## src/rtl/i2cst_pkg.sv

```systemverilog
package i2cst_pkg;

    // Core clock and the three supported bus rates
    localparam int I2CST_CLK_HZ = 200_000_000;
    localparam int I2CST_RATE_100K_HZ = 100_000;
    localparam int I2CST_RATE_400K_HZ = 400_000;
    localparam int I2CST_RATE_1M_HZ = 1_000_000;

    // Divider reloads: one tick per half SCL period
    localparam int I2CST_BRG_W = 10;
    localparam logic [9:0] I2CST_HALF_100K = 10'(I2CST_CLK_HZ / (2 * I2CST_RATE_100K_HZ) - 1);
    localparam logic [9:0] I2CST_HALF_400K = 10'(I2CST_CLK_HZ / (2 * I2CST_RATE_400K_HZ) - 1);
    localparam logic [9:0] I2CST_HALF_1M = 10'(I2CST_CLK_HZ / (2 * I2CST_RATE_1M_HZ) - 1);

    // Bit slots within a byte frame and the ten-bit address prefix
    localparam logic [3:0] I2CST_LAST_BIT = 4'h7;
    localparam logic [3:0] I2CST_ACK_SLOT = 4'h8;
    localparam logic [4:0] I2CST_TENBIT_PREFIX = 5'h1E;

    // Field positions of serial_control_two
    localparam int I2CST_C2_START = 0;
    localparam int I2CST_C2_RSTART = 1;
    localparam int I2CST_C2_STOP = 2;
    localparam int I2CST_C2_RCEN = 3;
    localparam int I2CST_C2_ACKDT = 5;
    localparam int I2CST_C2_ACKSTAT = 6;

    // Values after reset
    localparam logic I2CST_RELEASE_RST = 1'b1;
    localparam logic [7:0] I2CST_ADDR_RST = 8'h00;
    localparam logic [7:0] I2CST_BYTE_RST = 8'h00;

    typedef enum logic [1:0] {I2CST_RATE_100K, I2CST_RATE_400K, I2CST_RATE_1M} i2cst_rate_t;

    typedef enum logic [2:0] {S_IDLE, S_ADR1, S_ADR2, S_RXD, S_TXD} i2cst_sphase_t;

    typedef enum logic [3:0] {
        M_IDLE, M_ST1, M_ST2, M_HOLD, M_LOW, M_HIGH, M_SP1, M_SP2, M_SP3, M_RS1, M_RS2
    } i2cst_mstate_t;

endpackage

```

## src/rtl/i2cst_brg.sv

```systemverilog
`timescale 1ns/10ps
module i2cst_brg import i2cst_pkg::*; #(
    parameter int BRG_W = I2CST_BRG_W
) (
    input wire logic clk_sys,
    input wire logic rst_n,
    input wire logic clk_en,
    input wire logic run,
    input wire logic [BRG_W-1:0] reload,
    output logic tick
);
    logic [BRG_W-1:0] cnt;

    if (BRG_W < I2CST_BRG_W) begin : g_width_check
        $error("i2cst_brg: BRG_W too narrow for the slowest bus rate");
    end

    // Reloaded while idle so the first tick comes a full half period after run rises
    always_ff @(posedge clk_sys) begin
        if (!rst_n) begin
            cnt <= '0;
        end else if (clk_en) begin
            if (!run || cnt == '0) begin
                cnt <= reload;
            end else begin
                cnt <= cnt - 1'b1;
            end
        end
    end

    assign tick = run && cnt == '0;

endmodule // i2cst_brg

```

## src/rtl/i2cst_core.sv

```systemverilog
`timescale 1ns/10ps
module i2cst_core import i2cst_pkg::*; #(
    parameter int BRG_W = I2CST_BRG_W
) (
    input wire logic clk_sys,
    input wire logic rst_n,
    input wire logic clk_en,
    input wire logic port_enable,
    input wire logic mode_master,
    input wire logic addr_10bit,
    input wire logic [1:0] rate_sel,
    input wire logic sw_buf_wr,
    input wire logic [7:0] sw_buf_wdata,
    input wire logic sw_buf_rd,
    input wire logic sw_addr_wr,
    input wire logic [7:0] sw_addr_wdata,
    input wire logic sw_release_set,
    input wire logic sw_sen_wr,
    input wire logic sw_sen_wdata,
    input wire logic sw_stop_set,
    input wire logic sw_rstart_set,
    input wire logic sw_rcv_set,
    input wire logic ack_data,
    input wire logic sw_event_clr,
    input wire logic scl_in,
    output logic scl_out,
    output logic scl_oe,
    input wire logic sda_in,
    output logic sda_out,
    output logic sda_oe,
    output logic [7:0] buf_rdata,
    output logic [7:0] slave_address_register,
    output logic clock_release,
    output logic buffer_full_flag,
    output logic address_update_needed,
    output logic serial_port_event_flag,
    output logic [7:0] serial_control_two,
    output logic start_or_stretch_enable,
    output logic stop_enable,
    output logic slave_rw
);
    logic scl_q, sda_q;
    i2cst_sphase_t s_phase;
    logic [3:0] s_cnt;
    logic [7:0] s_shift;
    logic s_skip, s_ten_ok, s_acked, s_ack_drv, s_loaded, s_nack, addr_hold;
    i2cst_mstate_t m_state;
    logic [3:0] m_bit;
    logic [7:0] m_shift, shift_buffer;
    logic m_tx, ack_status, rstart_enable, rcv_enable;
    logic m_tick;

    if (BRG_W < I2CST_BRG_W) begin : g_width_check
        $error("i2cst_core: BRG_W too narrow for the slowest bus rate");
    end

    // Bus condition and edge decode from the previous pin sample
    wire scl_rise = scl_in && !scl_q;
    wire scl_fall = !scl_in && scl_q;
    wire bus_start = scl_in && scl_q && sda_q && !sda_in;
    wire bus_stop = scl_in && scl_q && !sda_q && sda_in;
    wire slave_on = port_enable && !mode_master;
    wire m_on = port_enable && mode_master;

    // Slave byte framing
    wire s_fall = slave_on && scl_fall && !s_skip && s_phase != S_IDLE;
    wire fall8 = s_fall && s_cnt == I2CST_LAST_BIT;
    wire fall9 = s_fall && s_cnt == I2CST_ACK_SLOT;
    wire ph_addr = s_phase == S_ADR1 || s_phase == S_ADR2;
    wire hi_match = s_shift[7:3] == I2CST_TENBIT_PREFIX && s_shift[2:1] == slave_address_register[2:1];
    // A read request on the high byte is only honoured after a matching write high byte since the last stop
    wire ack_adr1 = addr_10bit ? (hi_match && (!s_shift[0] || s_ten_ok))
                               : (s_shift[7:1] == slave_address_register[7:1]);
    wire ack_now = (s_phase == S_ADR1 && ack_adr1) || (s_phase == S_ADR2 && s_shift == slave_address_register)
                   || (s_phase == S_RXD && !buffer_full_flag) || s_phase == S_TXD;
    wire ua_set = fall8 && addr_10bit && ((s_phase == S_ADR1 && ack_adr1 && !s_shift[0])
                  || (s_phase == S_ADR2 && ack_now));
    wire rx_store = fall8 && s_phase == S_RXD && !buffer_full_flag;
    wire tx_load = slave_on && s_phase == S_TXD && s_cnt == 4'h0 && !s_loaded && buffer_full_flag;

    i2cst_sphase_t next_phase;
    assign next_phase = !s_acked ? S_IDLE
                      : s_phase == S_ADR1 ? (s_rw_dir() ? S_TXD : (addr_10bit ? S_ADR2 : S_RXD))
                      : s_phase == S_ADR2 ? S_RXD
                      : (s_phase == S_TXD && s_nack) ? S_IDLE : s_phase;

    function automatic logic s_rw_dir();
        return slave_rw;
    endfunction

    wire rx_stretch = fall9 && s_acked && s_phase == S_RXD && start_or_stretch_enable
                      && buffer_full_flag;
    wire tx_stretch = fall9 && next_phase == S_TXD && !buffer_full_flag;
    wire addr_stretch = fall9 && s_acked && ph_addr && address_update_needed;

    // Master sequencing
    wire m_done_byte = m_state == M_HIGH && m_tick && m_bit == I2CST_ACK_SLOT;
    wire m_tx_done = m_done_byte && m_tx;
    wire m_rx_done = m_done_byte && !m_tx;
    wire m_load = m_on && m_state == M_HOLD && !stop_enable && !rstart_enable && sw_buf_wr;
    wire m_rcv = m_on && m_state == M_HOLD && !stop_enable && !rstart_enable && !sw_buf_wr && rcv_enable;
    wire m_event = m_tick && (m_state == M_ST2 || m_state == M_SP3 || m_done_byte);
    // Holding the divider while SCL is held low by the slave keeps the high time honest
    wire brg_run = m_on && m_state != M_IDLE && m_state != M_HOLD && !(m_state == M_HIGH && !scl_in);
    wire [BRG_W-1:0] brg_reload = rate_sel == I2CST_RATE_1M ? BRG_W'(I2CST_HALF_1M)
                                : rate_sel == I2CST_RATE_400K ? BRG_W'(I2CST_HALF_400K)
                                : BRG_W'(I2CST_HALF_100K);

    i2cst_brg #(.BRG_W(BRG_W)) u_brg (
        .clk_sys(clk_sys),
        .rst_n(rst_n),
        .clk_en(clk_en),
        .run(brg_run),
        .reload(brg_reload),
        .tick(m_tick)
    );

    // Pin drive: open drain, low only while enabled
    wire m_bit_low = m_bit < I2CST_ACK_SLOT ? (m_tx && !m_shift[7]) : (!m_tx && !ack_data);
    wire m_scl_low = m_on && (m_state == M_ST2 || m_state == M_HOLD || m_state == M_LOW
                     || m_state == M_SP1 || m_state == M_RS1);
    wire m_sda_low = m_on && (m_state == M_ST1 || m_state == M_ST2 || m_state == M_SP1 || m_state == M_SP2
                     || ((m_state == M_LOW || m_state == M_HIGH) && m_bit_low));
    wire s_sda_low = slave_on && (s_ack_drv || (s_phase == S_TXD && s_cnt < I2CST_ACK_SLOT && s_loaded
                     && !s_shift[7]));
    assign scl_oe = m_scl_low || (slave_on && (!clock_release || addr_hold));
    assign sda_oe = m_sda_low || s_sda_low;
    assign scl_out = 1'b0;
    assign sda_out = 1'b0;
    assign buf_rdata = shift_buffer;

    always_comb begin
        serial_control_two = 8'h00;
        serial_control_two[I2CST_C2_START] = start_or_stretch_enable;
        serial_control_two[I2CST_C2_RSTART] = rstart_enable;
        serial_control_two[I2CST_C2_STOP] = stop_enable;
        serial_control_two[I2CST_C2_RCEN] = rcv_enable;
        serial_control_two[I2CST_C2_ACKDT] = ack_data;
        serial_control_two[I2CST_C2_ACKSTAT] = ack_status;
    end

    always_ff @(posedge clk_sys) begin
        if (!rst_n) begin
            scl_q <= 1'b1;
            sda_q <= 1'b1;
        end else if (clk_en) begin
            scl_q <= scl_in;
            sda_q <= sda_in;
        end
    end

    // Slave framing; a disable or a stop drops any transfer in flight
    always_ff @(posedge clk_sys) begin
        if (!rst_n) begin
            s_phase <= S_IDLE;
            s_cnt <= 4'h0;
            s_shift <= I2CST_BYTE_RST;
            s_skip <= 1'b0;
            s_ten_ok <= 1'b0;
            s_acked <= 1'b0;
            s_ack_drv <= 1'b0;
            s_loaded <= 1'b0;
            s_nack <= 1'b0;
            slave_rw <= 1'b0;
        end else if (clk_en) begin
            if (!slave_on || bus_stop) begin
                s_phase <= S_IDLE;
                s_ten_ok <= 1'b0;
                s_ack_drv <= 1'b0;
            end else if (bus_start) begin
                s_phase <= S_ADR1;
                s_cnt <= 4'h0;
                s_skip <= 1'b1;
                s_ack_drv <= 1'b0;
            end else if (scl_fall && s_skip) begin
                s_skip <= 1'b0;
            end else if (scl_rise && s_phase != S_IDLE) begin
                if (s_cnt < I2CST_ACK_SLOT && s_phase != S_TXD) begin
                    s_shift <= {s_shift[6:0], sda_in};
                end
                if (s_cnt == I2CST_ACK_SLOT) begin
                    s_nack <= sda_in;
                end
            end else if (fall8) begin
                s_cnt <= I2CST_ACK_SLOT;
                s_acked <= ack_now;
                s_ack_drv <= ack_now && s_phase != S_TXD;
                if (s_phase == S_ADR1) begin
                    slave_rw <= s_shift[0];
                end
                if (s_phase == S_ADR1 && ack_now && !s_shift[0]) begin
                    s_ten_ok <= addr_10bit;
                end
                if (s_phase == S_TXD) begin
                    s_shift <= {s_shift[6:0], 1'b0};
                end
            end else if (fall9) begin
                s_cnt <= 4'h0;
                s_ack_drv <= 1'b0;
                s_loaded <= 1'b0;
                s_phase <= next_phase;
            end else if (s_fall) begin
                s_cnt <= s_cnt + 4'h1;
                if (s_phase == S_TXD) begin
                    s_shift <= {s_shift[6:0], 1'b0};
                end
            end else if (tx_load) begin
                s_shift <= shift_buffer;
                s_loaded <= 1'b1;
            end
        end
    end

    // Stretch control; software setting the release wins over a receive or transmit stretch in the same cycle
    always_ff @(posedge clk_sys) begin
        if (!rst_n) begin
            clock_release <= I2CST_RELEASE_RST;
            address_update_needed <= 1'b0;
            addr_hold <= 1'b0;
            slave_address_register <= I2CST_ADDR_RST;
        end else if (clk_en) begin
            if (sw_addr_wr) begin
                slave_address_register <= sw_addr_wdata;
            end
            if (!port_enable || sw_release_set) begin
                clock_release <= 1'b1;
            end else if (rx_stretch || tx_stretch) begin
                clock_release <= 1'b0;
            end
            if (!port_enable) begin
                address_update_needed <= 1'b0;
            end else if (ua_set) begin
                address_update_needed <= 1'b1;
            end else if (sw_addr_wr) begin
                address_update_needed <= 1'b0;
            end
            if (!port_enable || sw_addr_wr) begin
                addr_hold <= 1'b0;
            end else if (addr_stretch) begin
                addr_hold <= 1'b1;
            end
        end
    end

    // Shift buffer and its full flag; hardware set wins over a software read
    always_ff @(posedge clk_sys) begin
        if (!rst_n) begin
            shift_buffer <= I2CST_BYTE_RST;
            buffer_full_flag <= 1'b0;
            serial_port_event_flag <= 1'b0;
        end else if (clk_en) begin
            if (sw_buf_wr) begin
                shift_buffer <= sw_buf_wdata;
            end else if (rx_store) begin
                shift_buffer <= s_shift;
            end else if (m_rx_done) begin
                shift_buffer <= m_shift;
            end
            if (!port_enable) begin
                buffer_full_flag <= 1'b0;
            end else if (sw_buf_wr || rx_store || m_rx_done) begin
                buffer_full_flag <= 1'b1;
            end else if (sw_buf_rd || tx_load || m_tx_done) begin
                buffer_full_flag <= 1'b0;
            end
            if (!port_enable) begin
                serial_port_event_flag <= 1'b0;
            end else if ((fall9 && s_acked) || m_event) begin
                serial_port_event_flag <= 1'b1;
            end else if (sw_event_clr) begin
                serial_port_event_flag <= 1'b0;
            end
        end
    end

    // Master command bits: software set wins, hardware clears start and stop when done, restart at the end of M_RS2, receive when the byte starts
    always_ff @(posedge clk_sys) begin
        if (!rst_n) begin
            start_or_stretch_enable <= 1'b0;
            stop_enable <= 1'b0;
            rstart_enable <= 1'b0;
            rcv_enable <= 1'b0;
        end else if (clk_en) begin
            if (sw_sen_wr) begin
                start_or_stretch_enable <= sw_sen_wdata;
            end else if (m_on && m_state == M_ST2 && m_tick) begin
                start_or_stretch_enable <= 1'b0;
            end
            stop_enable <= sw_stop_set || (stop_enable && m_on && !(m_state == M_SP3 && m_tick));
            rstart_enable <= sw_rstart_set || (rstart_enable && m_on && !(m_state == M_RS2 && m_tick));
            rcv_enable <= sw_rcv_set || (rcv_enable && m_on && !m_rcv);
        end
    end

    // Master bus sequencer; the whole byte including the ack takes nine clock pulses
    always_ff @(posedge clk_sys) begin
        if (!rst_n) begin
            m_state <= M_IDLE;
            m_bit <= 4'h0;
            m_shift <= I2CST_BYTE_RST;
            m_tx <= 1'b0;
            ack_status <= 1'b0;
        end else if (clk_en) begin
            if (!m_on) begin
                m_state <= M_IDLE;
            end else begin
                case (m_state)
                    M_IDLE: begin
                        if (start_or_stretch_enable) m_state <= M_ST1;
                    end
                    M_ST1: begin
                        if (m_tick) m_state <= M_ST2;
                    end
                    M_ST2: begin
                        if (m_tick) m_state <= M_HOLD;
                    end
                    M_HOLD: begin
                        if (stop_enable) begin
                            m_state <= M_SP1;
                        end else if (rstart_enable) begin
                            m_state <= M_RS1;
                        end else if (m_load || m_rcv) begin
                            m_shift <= sw_buf_wdata;
                            m_tx <= m_load;
                            m_bit <= 4'h0;
                            m_state <= M_LOW;
                        end
                    end
                    M_LOW: begin
                        if (m_tick) m_state <= M_HIGH;
                    end
                    M_HIGH: begin
                        if (m_tick && m_bit == I2CST_ACK_SLOT) begin
                            if (m_tx) ack_status <= sda_in;
                            m_state <= M_HOLD;
                        end else if (m_tick) begin
                            m_shift <= {m_shift[6:0], sda_in};
                            m_bit <= m_bit + 4'h1;
                            m_state <= M_LOW;
                        end
                    end
                    M_SP1: begin
                        if (m_tick) m_state <= M_SP2;
                    end
                    M_SP2: begin
                        if (m_tick) m_state <= M_SP3;
                    end
                    M_SP3: begin
                        if (m_tick) m_state <= M_IDLE;
                    end
                    M_RS1: begin
                        if (m_tick) m_state <= M_RS2;
                    end
                    M_RS2: begin
                        if (m_tick) m_state <= M_ST1;
                    end
                    default: m_state <= M_IDLE;
                endcase
            end
        end
    end
endmodule // i2cst_core

```

## config.mk

```make
export PLATFORM = sky130hd
export DESIGN_NAME = i2cst_core
export DESIGN_NICKNAME = d
export VERILOG_FILES = /design/src/rtl/i2cst_pkg.sv /design/src/rtl/i2cst_brg.sv /design/src/rtl/i2cst_core.sv
export SDC_FILE = /design/constraint.sdc
export NUM_CORES = 1
export LEC_CHECK = 0
export ABC_AREA = 1
export BUFFER_PORTS_ARGS = -buffer_cell sky130_fd_sc_hd__buf_2
export CAP_MARGIN = 20
export CORE_MARGIN = 2
export CORE_UTILIZATION = 50
export CTS_CLUSTER_SIZE = 10
export DETAILED_ROUTE_END_ITERATION = 12
export GPL_ROUTABILITY_DRIVEN = 0
export GPL_TIMING_DRIVEN = 1
export PLACE_DENSITY = 0.71
export SLEW_MARGIN = 20
export SYNTH_ARGS = -nofsm -noshare
export SYNTH_HDL_FRONTEND = slang
export SYNTH_SLANG_ARGS = --single-unit
```

## constraint.sdc

```tcl
create_clock -name clk_sys -period 2.1 [get_ports clk_sys]
set_input_delay 0.42 -clock clk_sys [delete_from_list [all_inputs] [get_ports clk_sys]]
set_output_delay 0.42 -clock clk_sys [all_outputs]
set_load 0.01 [all_outputs]
```

After elaboration in Yosys (flattened, before gate mapping)
Index checks and enable logic that the tools add are counted.
Widths: inputs -> output; s select.
{ "totals": {"reg_bits": 77, "inputBits": 37, "out_inout_bits": 35, "wordCells": 370} }
{ "classes": {"addsub": 3, "n_lt_le_gt_ge": 2, "eq_ne": 56, "mux": 93, "n_bitwise": 7, "reduce_logical": 180} }
{ "ops": {"columns": ["op", "n"], "rows": [
  ["$mux 8", 15],
  ["$mux 4", 26],
  ["$logic_and 1x1->1", 81],
  ["$pmux 4 s11", 1],
  ["$ne 3x3->1 const B", 12],
  ["$logic_or 1x1->1", 35],
  ["$mux 1", 35],
  ["$mux 3", 11],
  ["$mux 10", 3],
  ["$logic_not 1->1", 24],
  ["$reduce_and 6->1", 4],
  ["$eq 4x3->1 const B", 5],
  ["$eq 4x4->1 const B", 5],
  ["$ne 2x2->1 const B", 8],
  ["$pmux 8 s2", 1],
  ["$reduce_and 2->1", 8],
  ["$reduce_and 8->1", 2],
  ["$reduce_bool 2->1", 8],
  ["$reduce_bool 4->1", 4],
  ["$reduce_and 5->1", 3],
  ["$reduce_and 7->1", 2],
  ["$reduce_and 12->1", 1],
  ["$logic_not 10->1", 1],
  ["$sub 10x1->10 const B", 1],
  ["other kinds (25)", 45]
]} }

Logic depth before layout (Yosys ltp)
{ "logic_depth": {"word_depth": 16, "ltp_mapped": 15, "depth_no_buf": 14} }

Hierarchy
Synthesis repeated with hierarchy kept, for this count alone.
{ "hier_totals": {"hier_cells": 755, "area_unflattened_um2": 5027.3} }
{ "by_module_without_submodules": {"columns": ["mod", "instances", "cells_per_inst", "area_per_inst_um2", "seq_area_each_um2"], "rows": [
  ["i2cst_core", 1, 622, 4229.1, 1341.3],
  ["i2cst_brg", 1, 133, 798.3, 200.2]
]} }

Worst setup path before layout
Ideal clock, no wire load.
{ "synth_path": {"path_kind": "input to register", "startpoint": "in mode_master", "endpoint": "reg s_shift[1]", "setup_time_ns": 0.116, "t_arrival_ns": 1.687, "required_time_ns": 1.984, "slack_ns": 0.297, "cell_stages": 13, "path_buffers": 1, "path_cell_list": "inv_1 -> nand2_1 -> clkinv_1 -> nand3_1 -> nor2_2 -> buf_4 -> nand2_1 -> nand2_1 -> o21ai_1 -> nand2_2 -> inv_2 -> nand2_1 -> and3_1"} }
{ "synth_between": {"elab_chain_cells": 9, "elab_cells_between_ends": 21, "cone_classes": "1 x eq/ne; 4 x mux; 1 x bitwise; 15 x reduce/logical"} }
{ "synth_lines": {"columns": ["element", "line_no", "source"], "rows": [
  ["from (decl)", "i2cst_core.sv:9", "input wire logic mode_master,"],
  ["$logic_not 1->1 *", "i2cst_core.sv:62", "wire slave_on = port_enable && !mode_master;"],
  ["$logic_and 1x1->1 *", "i2cst_core.sv:62", null],
  ["$logic_and 1x1->1 (3 in series)", "i2cst_core.sv:66", "wire s_fall = slave_on && scl_fall && !s_skip && s_phase != S_IDLE;"],
  ["$mux 8", "i2cst_core.sv:202", "end else if (s_fall) begin"],
  ["$mux 8", "i2cst_core.sv:197", "end else if (fall9) begin"],
  ["$mux 8", "i2cst_core.sv:184", "end else if (fall8) begin"],
  ["$mux 8", "i2cst_core.sv:177", "end else if (scl_rise && s_phase != S_IDLE) begin"],
  ["to (signal assigned)", "i2cst_core.sv:179", "s_shift <= {s_shift[6:0], sda_in};"],
  ["to (signal assigned)", "i2cst_core.sv:195", "s_shift <= {s_shift[6:0], 1'b0};"],
  ["to (signal assigned)", "i2cst_core.sv:205", "s_shift <= {s_shift[6:0], 1'b0};"],
  ["to (decl)", "i2cst_core.sv:45", "logic [7:0] s_shift;"]
]} }
Every way passes the cells marked *; elsewhere a longest branch is shown, timed or not. The select of a mux whose other input is x is not followed.
A chain may end at the register's enable or synchronous reset.

Worst setup path in the final report
{ "layout_path": {"startpoint": "reg m_state[3]", "endpoint": "out sda_oe"} }
{ "layout_between": {"elab_chain_cells": 7, "elab_cells_between_ends": 14, "cone_classes": "6 x eq/ne; 8 x reduce/logical"} }
{ "layout_lines": {"columns": ["element", "line_no", "source"], "rows": [
  ["from (decl)", "i2cst_core.sv:47", "i2cst_mstate_t m_state;"],
  ["from (signal assigned)", "i2cst_core.sv:298", "m_state <= M_IDLE;"],
  ["from (signal assigned)", "i2cst_core.sv:305", "m_state <= M_IDLE;"],
  ["from (signal assigned)", "i2cst_core.sv:309", "if (start_or_stretch_enable) m_state <= M_ST1;"],
  ["$eq 4x1->1 / $eq 4x2->1 (equally long branches)", "i2cst_core.sv:122", "wire m_sda_low = m_on && (m_state == M_ST1 || m_state == M_ST2 || m_state == M_SP1 || m_state == M_SP2"],
  ["$logic_or 1x1->1 (3 in series)", "i2cst_core.sv:122", null],
  ["$logic_or 1x1->1 *", "i2cst_core.sv:123", "|| ((m_state == M_LOW || m_state == M_HIGH) && m_bit_low));"],
  ["$logic_and 1x1->1 *", "i2cst_core.sv:122", null],
  ["$logic_or 1x1->1 *", "i2cst_core.sv:127", "assign sda_oe = m_sda_low || s_sda_low;"],
  ["to (decl)", "i2cst_core.sv:30", "output logic sda_oe,"]
]} }
Every way passes the cells marked *; elsewhere a longest branch is shown, timed or not.

==> flow_summary.json <==
{
  "drive_gt1_share_pct": 19.9,
  "dp_slack_ns": -0.0445,
  "yosysWarnings": 0,
  "drt-pass1-iter-count": 5,
  "clock_path_buffers": 2,
  "synth_largest_area_cell": "dfxtp_1",
  "ys_top_cells_by_area": "dfxtp_1 (32%), nand2_1 (12%), inv_1 (7.5%), o21ai_0 (6.9%), a21oi_1 (6.3%)",
  "p_seq_share_pct": 44.9,
  "swShare_pct": 27.2,
  "setup.worst_path.start_class": "flip-flop",
  "fin_crit_ns": 2.05,
  "syn_to_final_growth_pct": 18.5,
  "fp.dieH_um": 103,
  "hp-start": "sw_stop_set",
  "grt_pass1_wl_mm": 20.8,
  "clockRootBuffer": "clkbuf_8",
  "status": "finished, final reports clean",
  "via_per_inst": 5.34,
  "io_pins": 72,
  "wl_mm": 13.5,
  "cts_tree": "done",
  "antenna_left": 0,
  "reg2reg_from": "u_brg.cnt[1]",
  "cap_violations": 0,
  "seq_area_frac_synth_pct": 31.5,
  "worstPathRequired_ns": 1.68,
  "drcViolationCount": 0,
  "path_clk_slew_ns": 0.08,
  "synth_cells": 742,
  "setup_tns_ns": 0,
  "timing.fmax_mhz": 488,
  "worst_slack_ns": 0.0491,
  "final.period_utilization_pct": 97.7,
  "cts-htree-levels": 3,
  "diodes": 0,
  "track_usage_pct": 25.0,
  "hold_buffers": 0,
  "synth.avg_cell_area_um2": 6.59,
  "start_util_pct": 50.7,
  "power.density_nw_per_um2": 600,
  "critPathLaunch": "m_state[3]",
  "fp.dieW_um": 103,
  "ys_ff_latch": 77,
  "mostFrequentLayoutCell": "nand2_1",
  "synth_area_um2": 4890,
  "worst-path-max-fanout": 5,
  "nNetsFinal": 869,
  "final_area_um2": 5790,
  "drv_slew": 0,
  "stdcell_count": 961,
  "hpwl_mm": 9.85,
  "grt_pass1_vias": 4439,
  "min_path_type": "input pin to flip-flop",
  "clock_sinks": 77,
  "vias": 5130,
  "max_slew_margin_pct": 55.9,
  "grt_max_degree": 51,
  "post_dp_cell_area_um2": 5390,
  "placed_cells": 937,
  "die_area_um2": 10600,
  "synth_top_area_share_pct": 31.5,
  "hold_viol_final": 0,
  "coreArea_um2": 9640,
  "setup_violations": 0,
  "p_leak_nw": 2.67,
  "tightest_slew_ns": 0.659,
  "grt-ovfl-total": 0,
  "antenna_found_initial": 0,
  "n_fill_cell": 929,
  "critPathKind": "flip-flop to primary output",
  "combPwrFrac_pct": 14.9,
  "most-common-layout-cells": "nand2_1 (152), inv_1 (98), dfxtp_1 (73), nor2_1 (71), buf_2 (67)",
  "cts_buffers": 9,
  "p_int_mw": 2.53,
  "p_clk_share_pct": 40.2,
  "power_switching_mw": 0.947,
  "row_count": 36,
  "rsz0062_at_grt": "yes",
  "clk_latency_ns": 0.35,
  "finClkSkew_ns": 0.00921,
  "async_reset_ff_share_pct": 0,
  "port_buffers": 67,
  "critPathCaptureType": "primary output",
  "ir_drop_uv": 371,
  "drt-wirelength-per-cell_um": 14.0,
  "synthDistinctLibCells": 51,
  "drt_iter0_markers": 236,
  "cp.arrival_ns": 1.63,
  "synth_edf_count": 0,
  "synth_ff_type": "dfxtp_1"
}
-- routing by layer --
| metal | global-route usage (%) | share of wire (%) |
|---|---|---|
| met3 | 3.25 | 5.8 |
| met4 | 9.41 | 2.4 |
| met2 | 39.6 | 46 |
| met1 | 34.9 | 46 |
| met5 | 0 | 0 |
-- cells by family (layout without fill, tap and decap cells) --
logic type / after synthesis / count (layout) / share of synthesized area (%)
XOR/XNOR: 9 / 9 / 1.61
other: 1 / 4 / 0.0767
buffers and inverters: 141 / 222 / 12.3
flip-flops: 77 / 77 / 31.5
AND/OR/NAND/NOR: 321 / 323 / 30.4
AO/OA/AOI/OAI: 184 / 184 / 21.7
adder cells (fa/ha/maj): 9 / 9 / 2.30
-- power by group through the flow --
stage | clock network, mW | registers (mW) | logic, mW
3_5_place_dp | 0 | 1.59 | 0.498
5_1_grt | 1.49 | 1.57 | 0.582
6_report | 1.40 | 1.56 | 0.517
3_3_place_gp | 0 | 1.59 | 0.490
2_1_floorplan | 0 | 1.59 | 0.330
4_1_cts | 1.42 | 1.56 | 0.502
-- synthesized netlist by cell type (2+ instances only) --
cell type,n
a211oi_1,4
a21oi_1,62
a21oi_2,6
a221oi_1,2
a41oi_1,2
and3_1,6
buf_1,2
buf_2,3
buf_4,11
buf_6,2
clkbuf_1,14
clkinv_1,5
dfxtp_1,77
ha_1,9
inv_1,98
inv_2,4
nand2_1,152
nand2_2,5
nand2_4,5
nand3_1,44
nand3_2,2
nand3b_1,3
nand4_1,11
nor2_1,74
nor2_2,3
nor2_4,3
nor2_8,2
nor3_1,6
o2111ai_1,2
o211ai_1,5
o21ai_0,67
o21ai_1,12
o21ai_2,4
o21bai_1,3
o221ai_1,2
o31ai_1,8
xnor2_1,4
xor2_1,5
-- state kept, by name, indices dropped and copies added (netlist names), 3 cells and up --
name,count
buf_rdata,8
m_bit,4
m_shift,8
m_state,4
s_cnt,4
s_phase,3
s_shift,8
slave_address_register,8
u_brg.cnt,10
-- worst paths after layout --
check	to	slack, ns	cells past startpoint
max	sda_oe	0.05	8
min	stop_enable	0.32	3
min reg2reg	ack_status	0.46	2
max reg2reg	m_shift[0]	0.11	9
-- layout make-up --
cell class,count,area (µm²),share of cell area [%]
well taps,133,166,2.87
flip-flops and latches,77,1550,26.7
inverters,108,410,7.09
repair buffers,98,593,10.2
clock inverters,6,110,1.90
multi-input cells,529,2830,48.8
clock buffers,10,138,2.38
-- stage by stage --
stage                     hold WS [ns]  total power [mW]  util (%)
final                            0.318              3.48      60.1
after global placement           0.429              2.08      56.0
after floorplan                  0.424              1.92         -
after global routing             0.318              3.64      60.1
after detailed placement         0.443              2.09      56.0
after CTS                        0.305              3.48      58.6
-- timing repair --
item / 4_1_cts / 5_1_grt
endpoints found under the setup margin: 1 / 22
hold endpoints to repair: 0 / 0
gates resized for setup: 3 / 13
pin swaps: 0 / 7
cloned: 0 / 2
buffers inserted: 0 / 6
-- worst max-delay path, cell delays in order, from the launching register on --
cell	delay [ns]
dfxtp_2	0.41
inv_4	0.07
nand2_4	0.11
inv_1	0.07
o2111ai_1	0.10
o2111ai_1	0.13
nand2_1	0.15
o21ai_2	0.09
buf_2	0.15
Power figures use the tool's default switching activity.
